### src/logic/smic_regs.vh
// Purpose: Shared constants of the sensor mode and interrupt control bank.
// Assumes: Included by the top-level design file by bare name.
// Notes:   Register addresses are the 4-bit serial-port register numbers.
`ifndef SMIC_REGS_VH
`define SMIC_REGS_VH

// Register addresses.
`define SMIC_ADDR_EVENT_STATUS   4'h0
`define SMIC_ADDR_OPERATING_MODE 4'h1
`define SMIC_ADDR_IRQ_ENABLE     4'h2
`define SMIC_ADDR_HEATER_CONFIG  4'h3
`define SMIC_ADDR_POINTER_CONFIG 4'h4
`define SMIC_ADDR_TAP_CONFIG     4'h5
`define SMIC_ADDR_MOTION_THRESH  4'h6
`define SMIC_ADDR_POINTER_REPORT 4'h8

// Command byte layout: read flag and address field.
`define SMIC_CMD_READ_BIT        7
`define SMIC_CMD_ADDR_MSB        3

// Status bit positions.
`define SMIC_ST_TAP              7
`define SMIC_ST_MOTION           6
`define SMIC_ST_TEST_EDGE        5
`define SMIC_ST_TEST_ROW         4
`define SMIC_ST_FAULT            3

// Operating mode register fields.
`define SMIC_MODE_MSB            6
`define SMIC_MODE_LSB            3
`define SMIC_MODE_PD_BIT         2
`define SMIC_MODE_TEST           0
`define SMIC_MODE_TAP            1
`define SMIC_MODE_NAV            2
`define SMIC_MODE_ACQ            3

// Interrupt enable field: bits 6 to 2 gate status bits 7 to 3.
`define SMIC_EN_MSB              6
`define SMIC_EN_LSB              2

// Heater watchdog enable bit.
`define SMIC_HEAT_WDOG_BIT       5

// Reset values.
`define SMIC_RST_MODE            4'h0
`define SMIC_RST_PD              1'b1
`define SMIC_RST_IRQ_EN          5'h00
`define SMIC_RST_HEATER          7'h00
`define SMIC_RST_POINTER_CFG     7'h40
`define SMIC_RST_TAP_CFG         7'h1d
`define SMIC_RST_MOTION_THRESH   7'h00

// Number of extra report bytes after the first pointer report byte.
`define SMIC_REPORT_EXTRA        2'h2

`endif

### src/logic/smic_slice_tx.v
// Purpose: Shift image slice bytes out on the high-speed serial port.
// Assumes: Port clock edges arrive already synchronised and edge-detected.
// Notes:   MSB first, data changes after each falling port clock edge.
`timescale 1ns/1ps
`default_nettype none

module smic_slice_tx (
  // Clock and reset.
  input  wire       i_clock,
  input  wire       i_rstn,
  // Control from the mode logic.
  input  wire       i_enable,
  input  wire       i_frame,
  input  wire       i_sck_fall,
  // Slice byte source.
  input  wire [7:0] i_slice_byte,
  input  wire       i_slice_valid,
  output wire       o_slice_ready,
  // Serial output.
  output reg        o_data,
  output wire       o_data_oe
);

  reg [7:0] shift_q;   // Bits still to send.
  reg [3:0] left_q;    // Bits left in the current byte.

  // Take a new byte only when the previous one is fully sent.
  assign o_slice_ready = i_enable & i_frame & (left_q == 4'h0);
  assign o_data_oe     = i_enable & i_frame;

  // Shifter; an abandoned frame drops the partial byte on purpose.
  always @(posedge i_clock or negedge i_rstn) begin
    if (!i_rstn) begin
      shift_q <= 8'h00;
      left_q  <= 4'h0;
      o_data  <= 1'b0;
    end else if (!(i_enable & i_frame)) begin
      left_q  <= 4'h0;
    end else if (o_slice_ready && i_slice_valid) begin
      shift_q <= i_slice_byte;
      left_q  <= 4'h8;
    end else if (i_sck_fall && (left_q != 4'h0)) begin
      o_data  <= shift_q[7];
      shift_q <= {shift_q[6:0], 1'b0};
      left_q  <= left_q - 4'h1;
    end
  end

endmodule

`default_nettype wire

### src/logic/smic_sync.v
// Purpose: Two-flop synchroniser for a group of asynchronous inputs.
// Assumes: Each bit is an independent level; no bus coherence is needed.
// Notes:   The first stage is read only by the second stage.
`timescale 1ns/1ps
`default_nettype none

module smic_sync #(
  parameter WIDTH = 1
) (
  // Clock and reset.
  input  wire             i_clock,
  input  wire             i_rstn,
  // Asynchronous levels in, synchronised levels out.
  input  wire [WIDTH-1:0] i_async,
  output wire [WIDTH-1:0] o_sync
);

  reg [WIDTH-1:0] meta_q;   // First stage, may go metastable.
  reg [WIDTH-1:0] sync_q;   // Second stage, safe to use.

  // Both stages reset to zero; the owner must treat that as a valid level.
  always @(posedge i_clock or negedge i_rstn) begin
    if (!i_rstn) begin
      meta_q <= {WIDTH{1'b0}};
      sync_q <= {WIDTH{1'b0}};
    end else begin
      meta_q <= i_async;
      sync_q <= meta_q;
    end
  end

  assign o_sync = sync_q;

endmodule

`default_nettype wire

### src/logic/smic_top.v
// Purpose: Mode control and event interrupt register bank of a swipe sensor.
// Assumes: i_clock at 40 MHz, far faster than either serial port clock.
// Notes:   Serial pins are synchronised; event inputs come from local logic.
`timescale 1ns/1ps
`default_nettype none
`include "smic_regs.vh"

// Contract
// RL1: Reset pin stops clocks, initialises every register.
// RL2: Control on slow port, slices on fast.
// RL3: Standby keeps only port and control alive.
// RL4: Tap mode enables oscillator, tap array, detector.
// RL5: Navigation mode enables oscillator, array, motion block.
// RL6: Acquisition enables fast port; oscillator for watchdog.
// RL7: Four-bit address selects each register.
// RL8: Pointer report read returns three bytes.
// RL9: Status bits: tap, motion, fault, test.
// RL10: Reading status clears every flag.
// RL11: Mode field bits 6..3 select mode.
// RL12: Mode code 0110 runs tap and navigation.
// RL13: Acquisition combined with others is dropped; the code drops it only with tap or navigation, and keeps it with test.
// RL14: Bit 2 powers oscillator down, resets high.
// RL15: Tap, navigation idle while oscillator is down.
// RL16: Host leaves modes with two writes.
// RL17: Read-only registers unreadable while oscillator off.
// RL18: Host passes standby between navigation, acquisition.
// RL19: Enable bits gate status onto the interrupt.
// RL20: Interrupt drops once status has been read.
// RL21: Motion flag when movement exceeds threshold.
// RL22: Slave select frames transfers, releases output.
// RL23: Reserved addresses ignore writes, read zero.
module smic_top (
  // Clock and reset pin.
  input  wire       i_clock,
  input  wire       i_rstn,
  // Low-speed serial port pins.
  input  wire       i_sck,
  input  wire       i_ss_n,
  input  wire       i_mosi,
  output wire       o_miso,
  output wire       o_miso_oe,
  // High-speed serial port pins.
  input  wire       i_fast_sck,
  input  wire       i_fast_ss_n,
  output wire       o_fast_miso,
  output wire       o_fast_miso_oe,
  // Slice bytes from the acquisition path.
  input  wire [7:0] i_slice_byte,
  input  wire       i_slice_valid,
  output wire       o_slice_ready,
  // Events from the sensing blocks.
  input  wire       i_tap_event,
  input  wire       i_nav_update,
  input  wire [7:0] i_nav_general,
  input  wire [7:0] i_nav_x,
  input  wire [7:0] i_nav_y,
  input  wire       i_readout_fault,
  input  wire       i_test_edge,
  input  wire       i_test_row,
  // Block enables and configuration outputs.
  output wire       o_osc_enable,
  output wire       o_tap_enable,
  output wire       o_nav_enable,
  output wire       o_acq_enable,
  output wire       o_test_enable,
  output wire       o_nav_report_read,
  output wire [6:0] o_heater_config,
  output wire [6:0] o_pointer_config,
  output wire [6:0] o_tap_config,
  // Interrupt request, active high.
  output wire       o_irq
);

  // Serial engine states, one-hot.
  localparam [3:0] ST_IDLE = 4'b0001;
  localparam [3:0] ST_CMD  = 4'b0010;
  localparam [3:0] ST_WR   = 4'b0100;
  localparam [3:0] ST_RD   = 4'b1000;

  wire [4:0] pins_s;        // Synchronised pin levels.
  wire       sck_s;         // Slow port clock.
  wire       ss_n_s;        // Slow port select, active low.
  wire       mosi_s;        // Slow port data in.
  wire       fsck_s;        // Fast port clock.
  wire       fss_n_s;       // Fast port select, active low.

  reg        sck_prev_q;    // Last slow clock level, for edges.
  reg        fsck_prev_q;   // Last fast clock level, for edges.
  reg  [3:0] state_q;       // Serial engine state.
  reg  [3:0] state_d;
  reg  [2:0] bit_cnt_q;     // Bit position within a byte.
  reg  [7:0] shift_in_q;    // Incoming bits.
  reg  [7:0] shift_out_q;   // Outgoing bits.
  reg  [3:0] addr_q;        // Address of the current command.
  reg  [1:0] rd_left_q;     // Report bytes still to send.
  reg        miso_q;        // Slow port output bit.
  reg  [7:0] nav_x_hold_q;  // Report X captured at the command.
  reg  [7:0] nav_y_hold_q;  // Report Y captured at the command.

  reg  [3:0] mode_q;        // Mode field.
  reg        osc_pd_q;      // Oscillator power-down bit.
  reg  [4:0] irq_en_q;      // Interrupt enables, bits 6 to 2.
  reg  [6:0] heater_q;      // Heater configuration.
  reg  [6:0] pointer_q;     // Pointer tracking configuration.
  reg  [6:0] tap_cfg_q;     // Tap detection configuration.
  reg  [6:0] thresh_q;      // Motion threshold.
  reg  [7:0] status_q;      // Sticky event flags.
  reg  [7:0] status_d;
  reg  [7:0] rd_value;      // First byte answered to a read.
  reg  [3:0] mode_wr;       // Mode field after conflict filtering.

  wire       sck_rise;
  wire       sck_fall;
  wire       fsck_fall;
  wire       frame;
  wire       byte_done;
  wire [7:0] byte_in;
  wire       cmd_done;
  wire       cmd_is_read;
  wire [3:0] cmd_addr;
  wire       wr_strobe;
  wire       status_clr;
  wire       motion_hit;
  wire [7:0] set_mask;

  // Every pin from the host passes two flops before any logic sees it.
  smic_sync #(
    .WIDTH (5)
  ) u_pin_sync (
    .i_clock (i_clock),
    .i_rstn  (i_rstn),
    .i_async ({i_sck, i_ss_n, i_mosi, i_fast_sck, i_fast_ss_n}),
    .o_sync  (pins_s)
  );

  assign sck_s   = pins_s[4];
  assign ss_n_s  = pins_s[3];
  assign mosi_s  = pins_s[2];
  assign fsck_s  = pins_s[1];
  assign fss_n_s = pins_s[0];

  // Edge detection; the zero reset level of select reads as selected until the synchroniser passes the pin.
  always @(posedge i_clock or negedge i_rstn) begin
    if (!i_rstn) begin
      sck_prev_q  <= 1'b0;
      fsck_prev_q <= 1'b0;
    end else begin
      sck_prev_q  <= sck_s;
      fsck_prev_q <= fsck_s;
    end
  end

  assign sck_rise  = sck_s & ~sck_prev_q;
  assign sck_fall  = ~sck_s & sck_prev_q;
  assign fsck_fall = ~fsck_s & fsck_prev_q;
  assign frame     = ~ss_n_s & i_rstn;                      // [RL22]

  // Byte assembly from the slow port, MSB first.
  assign byte_done   = frame & sck_rise & (bit_cnt_q == 3'h7);
  assign byte_in     = {shift_in_q[6:0], mosi_s};
  assign cmd_done    = byte_done & (state_q == ST_CMD);
  assign cmd_is_read = byte_in[`SMIC_CMD_READ_BIT];
  assign cmd_addr    = byte_in[`SMIC_CMD_ADDR_MSB:0];        // [RL7]
  assign wr_strobe   = byte_done & (state_q == ST_WR);

  // Status is cleared by its read only when it was really readable.
  assign status_clr = cmd_done & cmd_is_read & ~osc_pd_q &
                      (cmd_addr == `SMIC_ADDR_EVENT_STATUS);   // [RL10] [RL17]
  assign o_nav_report_read = cmd_done & cmd_is_read & ~osc_pd_q &
                             (cmd_addr == `SMIC_ADDR_POINTER_REPORT);

  // Next state of the serial engine.
  always @* begin
    state_d = state_q;
    case (state_q)
      ST_IDLE: begin
        if (frame) begin
          state_d = ST_CMD;
        end
      end
      ST_CMD: begin
        if (cmd_done) begin
          state_d = cmd_is_read ? ST_RD : ST_WR;
        end
      end
      ST_WR: begin
        // After one data byte a new command may follow in the same frame.
        if (byte_done) begin
          state_d = ST_CMD;
        end
      end
      ST_RD: begin
        if (byte_done && (rd_left_q == 2'h0)) begin
          state_d = ST_CMD;
        end
      end
      default: begin
        state_d = ST_IDLE;
      end
    endcase
    if (!frame) begin
      state_d = ST_IDLE;                                     // [RL22]
    end
  end

  // Read multiplexer for the first answered byte.
  always @* begin
    rd_value = 8'h00;                                        // [RL23]
    case (cmd_addr)
      `SMIC_ADDR_EVENT_STATUS: begin
        rd_value = osc_pd_q ? 8'h00 : status_q;              // [RL9] [RL17]
      end
      `SMIC_ADDR_OPERATING_MODE: begin
        rd_value = {1'b0, mode_q, osc_pd_q, 2'b00};
      end
      `SMIC_ADDR_IRQ_ENABLE: begin
        rd_value = {1'b0, irq_en_q, 2'b00};
      end
      `SMIC_ADDR_HEATER_CONFIG: begin
        rd_value = {1'b0, heater_q};
      end
      `SMIC_ADDR_POINTER_CONFIG: begin
        rd_value = {1'b0, pointer_q};
      end
      `SMIC_ADDR_TAP_CONFIG: begin
        rd_value = {1'b0, tap_cfg_q};
      end
      `SMIC_ADDR_MOTION_THRESH: begin
        rd_value = {1'b0, thresh_q};
      end
      `SMIC_ADDR_POINTER_REPORT: begin
        rd_value = osc_pd_q ? 8'h00 : i_nav_general;         // [RL8] [RL17]
      end
      default: begin
        rd_value = 8'h00;                                    // [RL23]
      end
    endcase
  end

  // Serial engine datapath: shift in on rising, shift out on falling edges.
  always @(posedge i_clock or negedge i_rstn) begin
    if (!i_rstn) begin
      state_q      <= ST_IDLE;
      bit_cnt_q    <= 3'h0;
      shift_in_q   <= 8'h00;
      shift_out_q  <= 8'h00;
      addr_q       <= 4'h0;
      rd_left_q    <= 2'h0;
      miso_q       <= 1'b0;
      nav_x_hold_q <= 8'h00;
      nav_y_hold_q <= 8'h00;
    end else begin
      state_q <= state_d;
      if (!frame) begin
        bit_cnt_q <= 3'h0;
        rd_left_q <= 2'h0;
      end else begin
        if (sck_rise) begin
          shift_in_q <= byte_in;
          bit_cnt_q  <= bit_cnt_q + 3'h1;
        end
        if (cmd_done) begin
          addr_q      <= cmd_addr;
          shift_out_q <= cmd_is_read ? rd_value : 8'h00;
          // The report is one read of three bytes, captured together.
          if (cmd_is_read && (cmd_addr == `SMIC_ADDR_POINTER_REPORT)) begin
            rd_left_q    <= osc_pd_q ? 2'h0 : `SMIC_REPORT_EXTRA;  // [RL8]
            nav_x_hold_q <= i_nav_x;
            nav_y_hold_q <= i_nav_y;
          end else begin
            rd_left_q <= 2'h0;
          end
        end else if (byte_done && (state_q == ST_RD) && (rd_left_q != 2'h0)) begin
          shift_out_q <= (rd_left_q == `SMIC_REPORT_EXTRA) ? nav_x_hold_q : nav_y_hold_q;
          rd_left_q   <= rd_left_q - 2'h1;                   // [RL8]
        end else if (sck_fall && (state_q == ST_RD)) begin
          miso_q      <= shift_out_q[7];
          shift_out_q <= {shift_out_q[6:0], 1'b0};
        end
      end
    end
  end

  // The data pin is driven only inside a frame.
  assign o_miso    = miso_q;
  assign o_miso_oe = frame;                                  // [RL22]

  // Acquisition never survives together with tap or navigation.
  always @* begin
    mode_wr = byte_in[`SMIC_MODE_MSB:`SMIC_MODE_LSB];        // [RL11]
    if (mode_wr[`SMIC_MODE_ACQ] && (mode_wr[`SMIC_MODE_NAV] || mode_wr[`SMIC_MODE_TAP])) begin
      mode_wr[`SMIC_MODE_ACQ] = 1'b0;                        // [RL13]
    end
  end

  // Writable registers; reserved addresses fall through untouched.
  always @(posedge i_clock or negedge i_rstn) begin
    if (!i_rstn) begin
      mode_q    <= `SMIC_RST_MODE;                           // [RL1]
      osc_pd_q  <= `SMIC_RST_PD;                             // [RL14]
      irq_en_q  <= `SMIC_RST_IRQ_EN;                         // [RL19]
      heater_q  <= `SMIC_RST_HEATER;
      pointer_q <= `SMIC_RST_POINTER_CFG;
      tap_cfg_q <= `SMIC_RST_TAP_CFG;
      thresh_q  <= `SMIC_RST_MOTION_THRESH;
    end else if (wr_strobe) begin
      case (addr_q)
        `SMIC_ADDR_OPERATING_MODE: begin
          mode_q   <= mode_wr;                               // [RL12]
          osc_pd_q <= byte_in[`SMIC_MODE_PD_BIT];            // [RL14]
        end
        `SMIC_ADDR_IRQ_ENABLE: begin
          irq_en_q <= byte_in[`SMIC_EN_MSB:`SMIC_EN_LSB];
        end
        `SMIC_ADDR_HEATER_CONFIG: begin
          heater_q <= byte_in[6:0];
        end
        `SMIC_ADDR_POINTER_CONFIG: begin
          pointer_q <= byte_in[6:0];
        end
        `SMIC_ADDR_TAP_CONFIG: begin
          tap_cfg_q <= byte_in[6:0];
        end
        `SMIC_ADDR_MOTION_THRESH: begin
          thresh_q <= byte_in[6:0];
        end
        default: begin
          thresh_q <= thresh_q;                              // [RL23]
        end
      endcase
    end
  end

  // Block enables; tap and navigation need the oscillator running.
  assign o_tap_enable  = mode_q[`SMIC_MODE_TAP] & ~osc_pd_q;  // [RL4] [RL15]
  assign o_nav_enable  = mode_q[`SMIC_MODE_NAV] & ~osc_pd_q;  // [RL5] [RL15]
  assign o_acq_enable  = mode_q[`SMIC_MODE_ACQ];              // [RL6]
  assign o_test_enable = mode_q[`SMIC_MODE_TEST];
  // In acquisition the oscillator only serves the heater watchdog.
  assign o_osc_enable  = ~osc_pd_q &
                         (~mode_q[`SMIC_MODE_ACQ] | heater_q[`SMIC_HEAT_WDOG_BIT]); // [RL3] [RL6]
  assign o_heater_config  = heater_q;
  assign o_pointer_config = pointer_q;
  assign o_tap_config     = tap_cfg_q;

  // Movement beyond the threshold raises the motion flag.
  assign motion_hit = o_nav_enable & i_nav_update &
                      ((i_nav_x > {1'b0, thresh_q}) | (i_nav_y > {1'b0, thresh_q})); // [RL21]

  // Events other than the readout fault gated by the blocks that produce them.
  assign set_mask = {o_tap_enable & i_tap_event,
                     motion_hit,
                     o_test_enable & i_test_edge,
                     o_test_enable & i_test_row,
                     i_readout_fault,
                     3'b000};                                // [RL9]

  // Sticky flags; an event in the clearing cycle is kept.
  always @* begin
    status_d = status_q;
    if (status_clr) begin
      status_d = 8'h00;                                      // [RL10]
    end
    status_d = status_d | set_mask;
  end

  always @(posedge i_clock or negedge i_rstn) begin
    if (!i_rstn) begin
      status_q <= 8'h00;                                     // [RL1]
    end else begin
      status_q <= status_d;
    end
  end

  // Enable bits 6..2 line up with status bits 7..3.
  assign o_irq = |(status_q[`SMIC_ST_TAP:`SMIC_ST_FAULT] & irq_en_q); // [RL19] [RL20]

  // Slices leave on the fast port only in acquisition.
  smic_slice_tx u_slice_tx (
    .i_clock       (i_clock),
    .i_rstn        (i_rstn),
    .i_enable      (o_acq_enable),
    .i_frame       (~fss_n_s),
    .i_sck_fall    (fsck_fall),
    .i_slice_byte  (i_slice_byte),
    .i_slice_valid (i_slice_valid),
    .o_slice_ready (o_slice_ready),
    .o_data        (o_fast_miso),
    .o_data_oe     (o_fast_miso_oe)
  );                                                         // [RL2]

endmodule

`default_nettype wire

### config.mk
export PLATFORM = sky130hd
export DESIGN_NAME = smic_top
export DESIGN_NICKNAME = d
export VERILOG_FILES = /design/src/logic/smic_slice_tx.v /design/src/logic/smic_sync.v /design/src/logic/smic_top.v
export VERILOG_INCLUDE_DIRS = /design/src /design/src/logic
export SDC_FILE = /design/constraint.sdc
export NUM_CORES = 1
export LEC_CHECK = 0
export BUFFER_PORTS_ARGS = -buffer_cell sky130_fd_sc_hd__buf_2
export CAP_MARGIN = 20
export CORE_MARGIN = 10
export CORE_UTILIZATION = 58
export CTS_CLUSTER_SIZE = 24
export DETAILED_ROUTE_END_ITERATION = 10
export GPL_TIMING_DRIVEN = 0
export HOLD_SLACK_MARGIN = 0.1
export PLACE_DENSITY = 0.8
export SLEW_MARGIN = 15
export SYNTH_ARGS = -nofsm -noshare
export SYNTH_HDL_FRONTEND = slang
export SYNTH_SLANG_ARGS = --single-unit
### constraint.sdc
create_clock -name i_clock -period 2.3 [get_ports i_clock]
set_clock_uncertainty 0.15 [all_clocks]
set_input_delay 0.23 -clock i_clock [delete_from_list [all_inputs] [get_ports i_clock]]
set_output_delay 0.23 -clock i_clock [all_outputs]
set_load 0.005 [all_outputs]
==> results of run 1 <==
## synthesized netlist by cell type (10+ instances only)
cell	instances	share of area, %
nor2b_1	11	1.2
mux2_1	52	10
mux2_2	15	3.0
a22oi_1	11	1.5
nor2_1	36	2.4
mux2i_1	17	3.0
nand3_1	11	0.97
nand2_1	31	2.1
dfrtp_1	106	47
inv_1	19	1.3
a31oi_1	10	1.1
clkbuf_1	15	0.99
a21oi_1	20	1.8
ha_1	19	4.2
## state kept, by name, summed over array words and instances, names as in the netlist, 2 cells and up
register and cells:
thresh_q 7, o_tap_config 7, u_slice_tx.shift_q 8, u_pin_sync.o_sync 5, u_pin_sync.meta_q 5, o_pointer_config 7
bit_cnt_q 3, nav_x_hold_q 8, mode_q 4, irq_en_q 5, addr_q 4, shift_out_q 8
u_slice_tx.left_q 4, o_heater_config 7, nav_y_hold_q 8, rd_left_q 2, state_q 4, status_q 5
shift_in_q 7
## power groups by stage
stage / clock (W) / combinational, W / sequential, W
global route: 0.00240 / 0.000782 / 0.00216
detailed placement: 0 / 0.000585 / 0.00218
finish: 0.00228 / 0.000727 / 0.00216
floorplan: 0 / 0.000369 / 0.00214
global placement: 0 / 0.000566 / 0.00218
CTS: 0.00229 / 0.000662 / 0.00215
## layout make-up
type	count	area, um2
diodes	2	5.005
fillers	645	2078
clock buffers	26	488.0
repair buffers	136	1074
multi-input cells	336	2763
inverters	19	71.32
plain buffers	24	126.4
flip-flops and latches	113	2838
well taps	133	166.4
clock inverters	6	30.03
## cell usage in the layout (no fill, tap or decap), types with 6 or more instances in the layout
cell             n
ha_1            17
mux2i_1         17
nand2b_1         6
dfstp_2          7
dlygate4sd3_1   42
clkbuf_16       17
nand3_1         10
a21oi_1         20
nand2_1         31
a22oi_1         11
a22o_1           7
inv_1           19
clkbuf_1        12
o21ai_0          9
a31oi_1         10
buf_4           12
nor2b_1         11
buf_2           82
mux2_1          52
clkinv_2         6
mux2_2          15
dfrtp_1        105
nor2_1          35
## how the worst max path moves through the flow
stage / start / endpoint / slack (ns) / depth (start not counted)
after CTS: u_slice_tx.left_q[0] / u_slice_tx.shift_q[0] / 0.01 / 6
after global routing: u_slice_tx.left_q[0] / o_slice_ready / -0.03 / 5
after floorplan: state_q[3] / nav_x_hold_q[0] / 0.23 / 6
final: u_slice_tx.left_q[0] / u_slice_tx.left_q[3] / 0.03 / 8
after detailed placement: i_rstn / o_pointer_config[2] / -0.67 / 8
after global placement: i_rstn / o_pointer_config[0] / -1.70 / 7
## layer usage
| layer | wire length [um] | vias to the layer above | part of all wire (%) | GRT usage (%) |
|---|---|---|---|---|
| met5 | 0 | - | 0 | 0 |
| met4 | 604 | 0 | 3.6 | 11.30 |
| met3 | 934 | 53 | 5.6 | 6.708 |
| met2 | 8715 | 182 | 52 | 39.57 |
| met1 | 6463 | 2318 | 39 | 25.79 |
| li1 | - | 2123 | - | - |
## repair_timing
item                       CTS  global route
hold endpoints to repair   151           113
setup endpoints to repair   31            73
pin swaps                    4             2
gates cloned                 0             1
setup buffers                5             5
gates resized for setup     15            20
hold buffers                41             6
## stage by stage
step | hold WS (ns) | std cells | cell area (um2) | setup WS, ns | total power, W
finish | 0.1498 | 795 | 7561 | 0.02503 | 0.005163
global route | 0.1775 | 795 | 7561 | -0.03003 | 0.005347
CTS | -0.5093 | 783 | 7306 | 0.01093 | 0.005110
detailed placement | 0.04083 | 706 | 6261 | -0.6672 | 0.002768
global placement | 0.1822 | 705 | 6227 | -1.695 | 0.002745
floorplan | -0.2156 | 495 | 5675 | 0.2282 | 0.002510
## worst reg2reg max path, delay by kind of cell (launching register included)
family | cells | cell delay, ns
fa+ha+maj | 1 | 0.20
buf+inv | 2 | 0.25
xor+xnor | 1 | 0.18
flops | 1 | 0.38
simple gates | 3 | 0.91
compound gates | 1 | 0.08
## cell families (layout without fill, tap and decap cells)
family                   Yosys count  after routing  share of synthesized area (%)
multiplexers                      84             84                          16.29
flip-flops                       113            113                          49.98
buffers and inverters             46            211                          3.307
AO/OA/AOI/OAI                     89             89                          10.80
other                              0              2                              0
adder cells (fa/ha/maj)           19             19                          4.189
AND/OR/NAND/NOR                  140            140                          14.82
XOR/XNOR                           4              4                         0.6174
==> flow_summary.json, run 1 <==
{
  "status": "complete, no violations",
  "dieArea_um2": 14140,
  "crit_path_max_fanout": 6,
  "r2r_slack_ns": 0.03,
  "tightestPinTransition_ns": 0.6743,
  "core_um2": 9639,
  "drive_gt1_share_pct": 27.88,
  "cap_violations": 0,
  "dp_hpwl_um": 10600,
  "synth_area_um2": 5675,
  "numCtsBuffers": 17,
  "io_buffer_count": 77,
  "ys_types": 63,
  "max_stage_delay_ns": 0.38,
  "detail-route-antenna-nets": 0,
  "seq_power_share_pct": 41.8,
  "num_vias": 4676,
  "end_kind": "register",
  "r2r_start": "u_slice_tx.left_q[0]",
  "clock.fmax_ghz": 0.4396,
  "grt_pass1_wl_um": 25880,
  "drt_iter0_drc": 340,
  "synth_ff_type": "dfrtp_1",
  "cts-htree-levels": 4,
  "slew_viol_final": 0,
  "worstRegToRegCells": 8,
  "firstDrtPassIters": 6,
  "critPathArrivalTime_ns": 2.53,
  "cp_top_family": "simple AND/OR/NAND/NOR gates",
  "drt-total-wl_um": 16720,
  "hold_start": "i_nav_general[3]",
  "comb_power_share_pct": 14.1,
  "critical_path_required_ns": 2.55,
  "hold_path_depth": 4,
  "async_flop_share_pct": 100.0,
  "hold_viol_final": 0,
  "p_per_area_nw_per_um2": 682.8,
  "slowest_stage": "dfrtp_1",
  "grt_usage_pct": 23.07,
  "worst-setup-path-type": "reg -> reg",
  "path_clk_slew_ns": 0.05,
  "die_y_um": 118.9,
  "clkPwrFrac_pct": 44.1,
  "overflow": 0,
  "nNetsFinal": 711,
  "holdPathEnd": "shift_out_q[3]",
  "initial_core_util_pct": 58.88,
  "ys_seq_area_share_pct": 49.98,
  "hp-class": "in -> reg",
  "clockBufferDepth": 2,
  "period_needed_ns": 2.275,
  "slew_headroom_pct": 54.67,
  "p_sw_w": 0.001380,
  "ys_seq_elements": 113,
  "r2r_end": "u_slice_tx.left_q[3]",
  "area_growth_pct": 33.22,
  "synth_warnings": 0,
  "critPathLaunchType": "register",
  "finalCritPeriodShare_pct": 98.91,
  "clock_latency_ns": 0.53,
  "drc_errors": 0,
  "antenna_found_initial": 2,
  "vias_per_cell": 5.882,
  "grt_max_degree": 70,
  "intPower_w": 0.003782,
  "root_buffer": "clkbuf_8",
  "fin_tns_setup_ns": 0,
  "ir_worst_vdd_mv": 0.6003,
  "rsz0062_at_grt": "yes",
  "die_x_um": 118.9,
  "post-route-util_pct": 78.44,
  "synth.net_count": 559,
  "cp.buffers_inverters": 2,
  "syn_inst": 495,
  "setup_viol": 0,
  "swShare_pct": 26.74,
  "cts_num_sinks": 113,
  "gp_congestion": 0.8504,
  "synth-edff-count": 0,
  "crit_chain": "inv_1, ha_2, nor3b_4, or3b_1, clkbuf_1, nor4_1, xnor2_1, o21ai_1",
  "core.rowCount": 36,
  "cts_tree": "done",
  "syn_avg_cell_area_um2": 11.47,
  "grt_pass1_vias": 4956,
  "avgRoutedWirePerCell_um": 21.03,
  "io-pin-count": 78,
  "p_leak_nw": 3.691
}
No activity file was read; power rests on OpenSTA's default activity.
==> inputs of run 2 (changes only) <==
--- a/config.mk
+++ b/config.mk
@@ -8,13 +8,14 @@
 export LEC_CHECK = 0
 export BUFFER_PORTS_ARGS = -buffer_cell sky130_fd_sc_hd__buf_2
 export CAP_MARGIN = 20
+export CELL_PAD_IN_SITES_DETAIL_PLACEMENT = 0
+export CELL_PAD_IN_SITES_GLOBAL_PLACEMENT = 2
 export CORE_MARGIN = 10
-export CORE_UTILIZATION = 58
+export CORE_UTILIZATION = 38
 export CTS_CLUSTER_SIZE = 24
 export DETAILED_ROUTE_END_ITERATION = 10
 export GPL_TIMING_DRIVEN = 0
-export HOLD_SLACK_MARGIN = 0.1
-export PLACE_DENSITY = 0.8
+export PLACE_DENSITY_LB_ADDON = 0.1
 export SLEW_MARGIN = 15
 export SYNTH_ARGS = -nofsm -noshare
 export SYNTH_HDL_FRONTEND = slang
==> flow_summary.json, run 2 (synthesis results as in run 1) <==
{
  "status": "complete, no violations",
  "r2r_slack_ns": 0.08,
  "setup_viol": 0,
  "vias_per_cell": 5.287,
  "worstRegToRegCells": 6,
  "grt_pass1_wl_um": 26320,
  "crit_path_max_fanout": 10,
  "cap_violations": 0,
  "area_growth_pct": 33.86,
  "gp_congestion": 0.7911,
  "drt-total-wl_um": 16350,
  "rsz0062_at_grt": "yes",
  "cp_top_family": "simple AND/OR/NAND/NOR gates",
  "firstDrtPassIters": 4,
  "antenna_cells": 0,
  "path_clk_slew_ns": 0.05,
  "nNetsFinal": 703,
  "overflow": 0,
  "slew_headroom_pct": 55.66,
  "whs_ns": 0.09896,
  "dp.cells": 757,
  "critPathLaunchType": "register",
  "antenna_found_initial": 0,
  "clock.fmax_ghz": 0.4511,
  "grt_pass1_vias": 4638,
  "final_cell_mix": "105 x dfrtp_1, 82 x buf_2, 52 x mux2_1",
  "nFillCells": 1329,
  "grt_usage_pct": 16.76,
  "period_needed_ns": 2.217,
  "crit_path_frequent_cell": "buf_4",
  "ir_worst_vdd_mv": 0.5989,
  "drive_gt1_share_pct": 28.11,
  "hold_start": "i_nav_general[1]",
  "dieArea_um2": 20220,
  "final_cell_count_no_fill": 835,
  "fin_tns_setup_ns": 0,
  "r2r_end": "nav_x_hold_q[4]",
  "clock_latency_ns": 0.41,
  "core_um2": 14590,
  "hold_viol_final": 0,
  "cts-htree-levels": 4,
  "worstSetupEndpoint": "nav_x_hold_q[4]",
  "cts_tree": "done",
  "dp_hpwl_um": 11450,
  "path_depth": 6,
  "die_x_um": 142.2,
  "crit_start": "state_q[2]",
  "drt_iter0_drc": 275,
  "tightestPinTransition_ns": 0.6596,
  "worst-setup-path-type": "reg -> reg",
  "place_area_um2": 6325,
  "slew_viol_final": 0,
  "clockBufferDepth": 2,
  "end_kind": "register",
  "io_buffer_count": 77,
  "critical_path_required_ns": 2.43,
  "core.rowCount": 44,
  "max_stage_delay_ns": 0.46,
  "cp.buffers_inverters": 2,
  "slowest_stage": "dfrtp_2",
  "root_buffer": "clkbuf_16",
  "drc_errors": 0,
  "numCtsBuffers": 17,
  "p_per_area_nw_per_um2": 738.9,
  "r2r_start": "state_q[2]",
  "cts_num_sinks": 113,
  "finalCritPeriodShare_pct": 96.39,
  "io-pin-count": 78,
  "num_vias": 4415,
  "ff_latch_area_um2": 2838,
  "initial_core_util_pct": 38.90,
  "crit_chain": "nor4b_4, nand4_4, buf_4, nor2_4, buf_4, mux2_1",
  "hp-class": "in -> reg",
  "final_area_um2": 7597,
  "die_y_um": 142.2,
  "post-route-util_pct": 52.08,
  "final_common_cell": "dfrtp_1",
  "p_leak_nw": 3.682,
  "detail-route-antenna-nets": 0,
  "grt_max_degree": 51,
  "avgRoutedWirePerCell_um": 19.58,
  "multi_input_area_um2": 2733,
  "critPathArrivalTime_ns": 2.35
}
## run 2: cell types whose count changed in the layout (fill, tap and decap cells not counted), sizes merged
cell,previous run,this run
clkbuf,39,32
dlygate4sd3,42,37
bufinv,0,4
buf,105,103
clkinv,6,4
clkinvlp,0,2
diode,2,0
bufbuf,0,1
## run 2: how the worst min path moves through the flow
stage / end / cells past startpoint
final: shift_out_q[1] / 5
after global routing: shift_out_q[5] / 5
after CTS: shift_out_q[5] / 5
after detailed placement: nav_x_hold_q[3] / 1
after global placement: u_pin_sync.o_sync[0] / 0
after floorplan: addr_q[0] / 0
## run 2: where the power goes
| part | total, W | leakage (nW) | switching, W | internal (W) |
|---|---|---|---|---|
| logic | 0.000672 | 1.89 | 0.000388 | 0.000285 |
| registers | 0.00219 | 1.49 | 0.000132 | 0.00206 |
| clock network | 0.00275 | 0.299 | 0.000896 | 0.00186 |
## run 2: final cells by class
class,count,share of cell area (%)
Buffer,22,1.548
Clock buffer,21,6.061
Clock inverter,10,2.092
Inverter,19,0.9387
Multi-Input combinational cell,336,35.97
Sequential cell,113,37.35
Tap cell,184,3.030
Timing Repair Buffer,130,13.01
## run 2: through the flow
stage	total power, W	setup slack, ns
after floorplan	0.002510	0.2282
after global placement	0.002790	-1.980
after detailed placement	0.002804	-0.7283
after CTS	0.005672	0.01067
after global routing	0.005843	-0.01290
final	0.005613	0.08312
## run 2: worst min-delay path, delay by kind of cell
family | cells | cell delay, ns
AOI/OAI and AO/OA | 1 | 0.08
buffers and inverters | 1 | 0.11
and+or+nand+nor | 3 | 0.18
## run 2: per-layer routing
| metal | share of wire (%) | routed length, um | global-route usage (%) |
|---|---|---|---|
| met3 | 4.0 | 647 | 4.172 |
| met2 | 49 | 8003 | 26.84 |
| met4 | 1.3 | 205 | 5.594 |
| met5 | 0 | 0 | 0 |
| met1 | 46 | 7496 | 21.60 |
## run 2: what timing repair did
action | CTS | global route
pin swaps | 4 | 5
hold endpoints to repair | 130 | 0
gates cloned | 1 | 0
hold buffers | 40 | 0
setup buffers | 2 | 9
resized for setup | 16 | 16
endpoints found under the setup margin | 68 | 35
==> inputs of run 3 (changes only) <==
--- a/config.mk
+++ b/config.mk
@@ -19,4 +19,5 @@
 export SLEW_MARGIN = 15
 export SYNTH_ARGS = -nofsm -noshare
 export SYNTH_HDL_FRONTEND = slang
+export SYNTH_HIERARCHICAL = 1
 export SYNTH_SLANG_ARGS = --single-unit
==> flow_summary.json, run 3 <==
{
  "critPathLaunchType": "input port",
  "die_y_um": 142.8,
  "vias_per_cell": 5.315,
  "firstDrtPassIters": 4,
  "numCtsBuffers": 17,
  "crit_chain": "dlygate4sd3_1, buf_2, ha_1, a21o_1, a211oi_1, a21oi_1, a22o_1, a32o_1",
  "slew_headroom_pct": 53.29,
  "tightestPinTransition_ns": 0.7006,
  "nFillCells": 1349,
  "io_buffer_count": 77,
  "antenna_found_initial": 0,
  "ys_top_cells_by_count": "106 x dfrtp_1, 67 x mux2_2, 31 x nor2_1",
  "root_buffer": "clkbuf_16",
  "cts_tree": "done",
  "fin_tns_setup_ns": 0,
  "grt_max_degree": 45,
  "critical_path_required_ns": 2.45,
  "syn_inst": 498,
  "ys_seq_area_share_pct": 49.49,
  "clock_latency_ns": 0.42,
  "use_met2_pct": 27.49,
  "r2r_slack_ns": 0.08,
  "yosys.area.top_type": "dfrtp_1",
  "status": "complete, no violations",
  "path_clk_slew_ns": 0.05,
  "worst-setup-path-type": "in -> reg",
  "ir_worst_vdd_mv": 0.4342,
  "avgRoutedWirePerCell_um": 19.71,
  "max_stage_delay_ns": 0.55,
  "met3_usage_pct": 3.914,
  "ys_seq_elements": 113,
  "p_per_area_nw_per_um2": 706.8,
  "dp_hpwl_um": 11540,
  "critPathArrivalTime_ns": 2.39,
  "synth-edff-count": 0,
  "synth_area_um2": 5732,
  "synth.net_count": 563,
  "end_kind": "register",
  "dieArea_um2": 20400,
  "synth_warnings": 6,
  "drt_iter0_drc": 223,
  "rsz0062_at_grt": "yes",
  "drt-total-wl_um": 16440,
  "setup_viol": 0,
  "cts-htree-levels": 4,
  "nNetsFinal": 703,
  "synth_ff_type": "dfrtp_1",
  "clock.fmax_ghz": 0.4462,
  "cp.buffers_inverters": 2,
  "top_usage_layer": "met2",
  "crit_path_max_fanout": 2,
  "io-pin-count": 78,
  "finalCritPeriodShare_pct": 97.44,
  "overflow": 0,
  "num_vias": 4433,
  "drive_gt1_share_pct": 36.31,
  "grt_usage_pct": 16.82,
  "slowest_stage": "dlygate4sd3_1",
  "area_growth_pct": 32.85,
  "synth.most_common_cell": "dfrtp_1",
  "post-route-util_pct": 52.00,
  "final_common_cell": "dfrtp_1",
  "core.rowCount": 44,
  "period_needed_ns": 2.241,
  "slew_viol_final": 0,
  "p_leak_nw": 3.558,
  "async_flop_share_pct": 100.0,
  "cts_num_sinks": 113,
  "die_x_um": 142.8,
  "detail-route-antenna-nets": 0,
  "syn_avg_cell_area_um2": 11.51,
  "grt_use_met1_pct": 21.46,
  "cp_top_family": "compound AO/OA/AOI/OAI gates",
  "cap_violations": 0,
  "hold_viol_final": 0,
  "antenna_cells": 0,
  "synth_top_cell_area_share_pct": 46.28,
  "final_cell_mix": "105 x dfrtp_1, 81 x buf_2, 61 x mux2_2",
  "initial_core_util_pct": 39.14,
  "clockBufferDepth": 2,
  "core_um2": 14640,
  "grt_pass1_wl_um": 26320,
  "gp_congestion": 0.8313,
  "grt_pass1_vias": 4727,
  "ys_types": 66,
  "drc_errors": 0,
  "synth_top_cells_by_area": "dfrtp_1 46%, mux2_2 13%, ha_1 4.4%",
  "hp-class": "in -> reg"
}
## run 3: cell types whose count changed after synthesis, moves of 6 or more
cell,previous run,this run
nand2_1,31,24
inv_1,19,25
o221ai_1,0,7
nand3_1,11,17
o21ai_0,9,15
mux2_1,52,1
mux2_2,15,67
## run 3: what timing repair did
item,CTS,global route
endpoints found under the setup margin,61,53
gates resized for setup,15,25
pin swaps,2,4
gates cloned,1,0
setup buffers,2,4
hold buffers,40,0
hold endpoints to repair,111,0
## run 3: metal layers
layer / vias to the layer above / routed length [um]
met3: 17 / 716
li1: 2116 / -
met5: - / 0
met4: 0 / 226
met1: 2211 / 7533
met2: 89 / 7959
## run 3: path summary, 6_finish.rpt
path	startpoint	endpoint	depth (start not counted)
min	i_nav_general[2]	shift_out_q[2]	5
max	i_nav_x[5]	status_q[6]	8
min reg2reg	u_pin_sync/meta_q[4]	u_pin_sync/o_sync[4]	0
max reg2reg	thresh_q[5]	status_q[6]	7
max in group asynchronous	i_rstn	nav_x_hold_q[3]	5
min in group asynchronous	i_rstn	fsck_prev_q	4
## run 3: where the power goes
group	switching, W	total [W]	leakage (nW)	internal, W
registers	0.0000947	0.00215	1.46	0.00205
logic	0.000377	0.000631	1.81	0.000254
clock network	0.000878	0.00260	0.290	0.00172
## run 3: stage by stage
step / setup slack (ns) / hold slack (ns) / cell area, um2 / instances / total power, W
after floorplan: 0.1158 / -0.2156 / 5732 / 498 / 0.002445
after global placement: -2.155 / 0.1826 / 6347 / 759 / 0.002685
after detailed placement: -0.7688 / 0.03832 / 6381 / 760 / 0.002701
after CTS: 0.03681 / 0.09648 / 7521 / 832 / 0.005419
after global routing: -0.04220 / 0.1459 / 7615 / 834 / 0.005613
final: 0.05899 / 0.1035 / 7615 / 834 / 0.005382
## run 3: cell families after synthesis
family	after synthesis	synth area share, %
DFF	113	49.49
AOI/OAI and AO/OA	95	11.96
buffers and inverters	49	3.624
and+or+nand+nor	137	14.45
adders and majority gates	20	4.366
xor gates and xnor gates	2	0.3057
muxes	82	15.80
## run 3: final cells by class
class / count / area [um2] / area share (%)
multi-input combinational: 336 / 2793 / 36.67
inverter: 26 / 97.59 / 1.282
tap: 184 / 230.2 / 3.023
clock buffer: 26 / 509.2 / 6.687
buffer: 19 / 113.9 / 1.495
timing repair buffer: 125 / 958.4 / 12.59
sequential: 113 / 2838 / 37.27
clock inverter: 5 / 75.07 / 0.9859
## run 3: tightest hold or removal path, stage by stage
cell      delay (ns)
buf_2           0.11
nand2_1         0.05
nand2_1         0.04
o211ai_1        0.10
a31oi_1         0.09
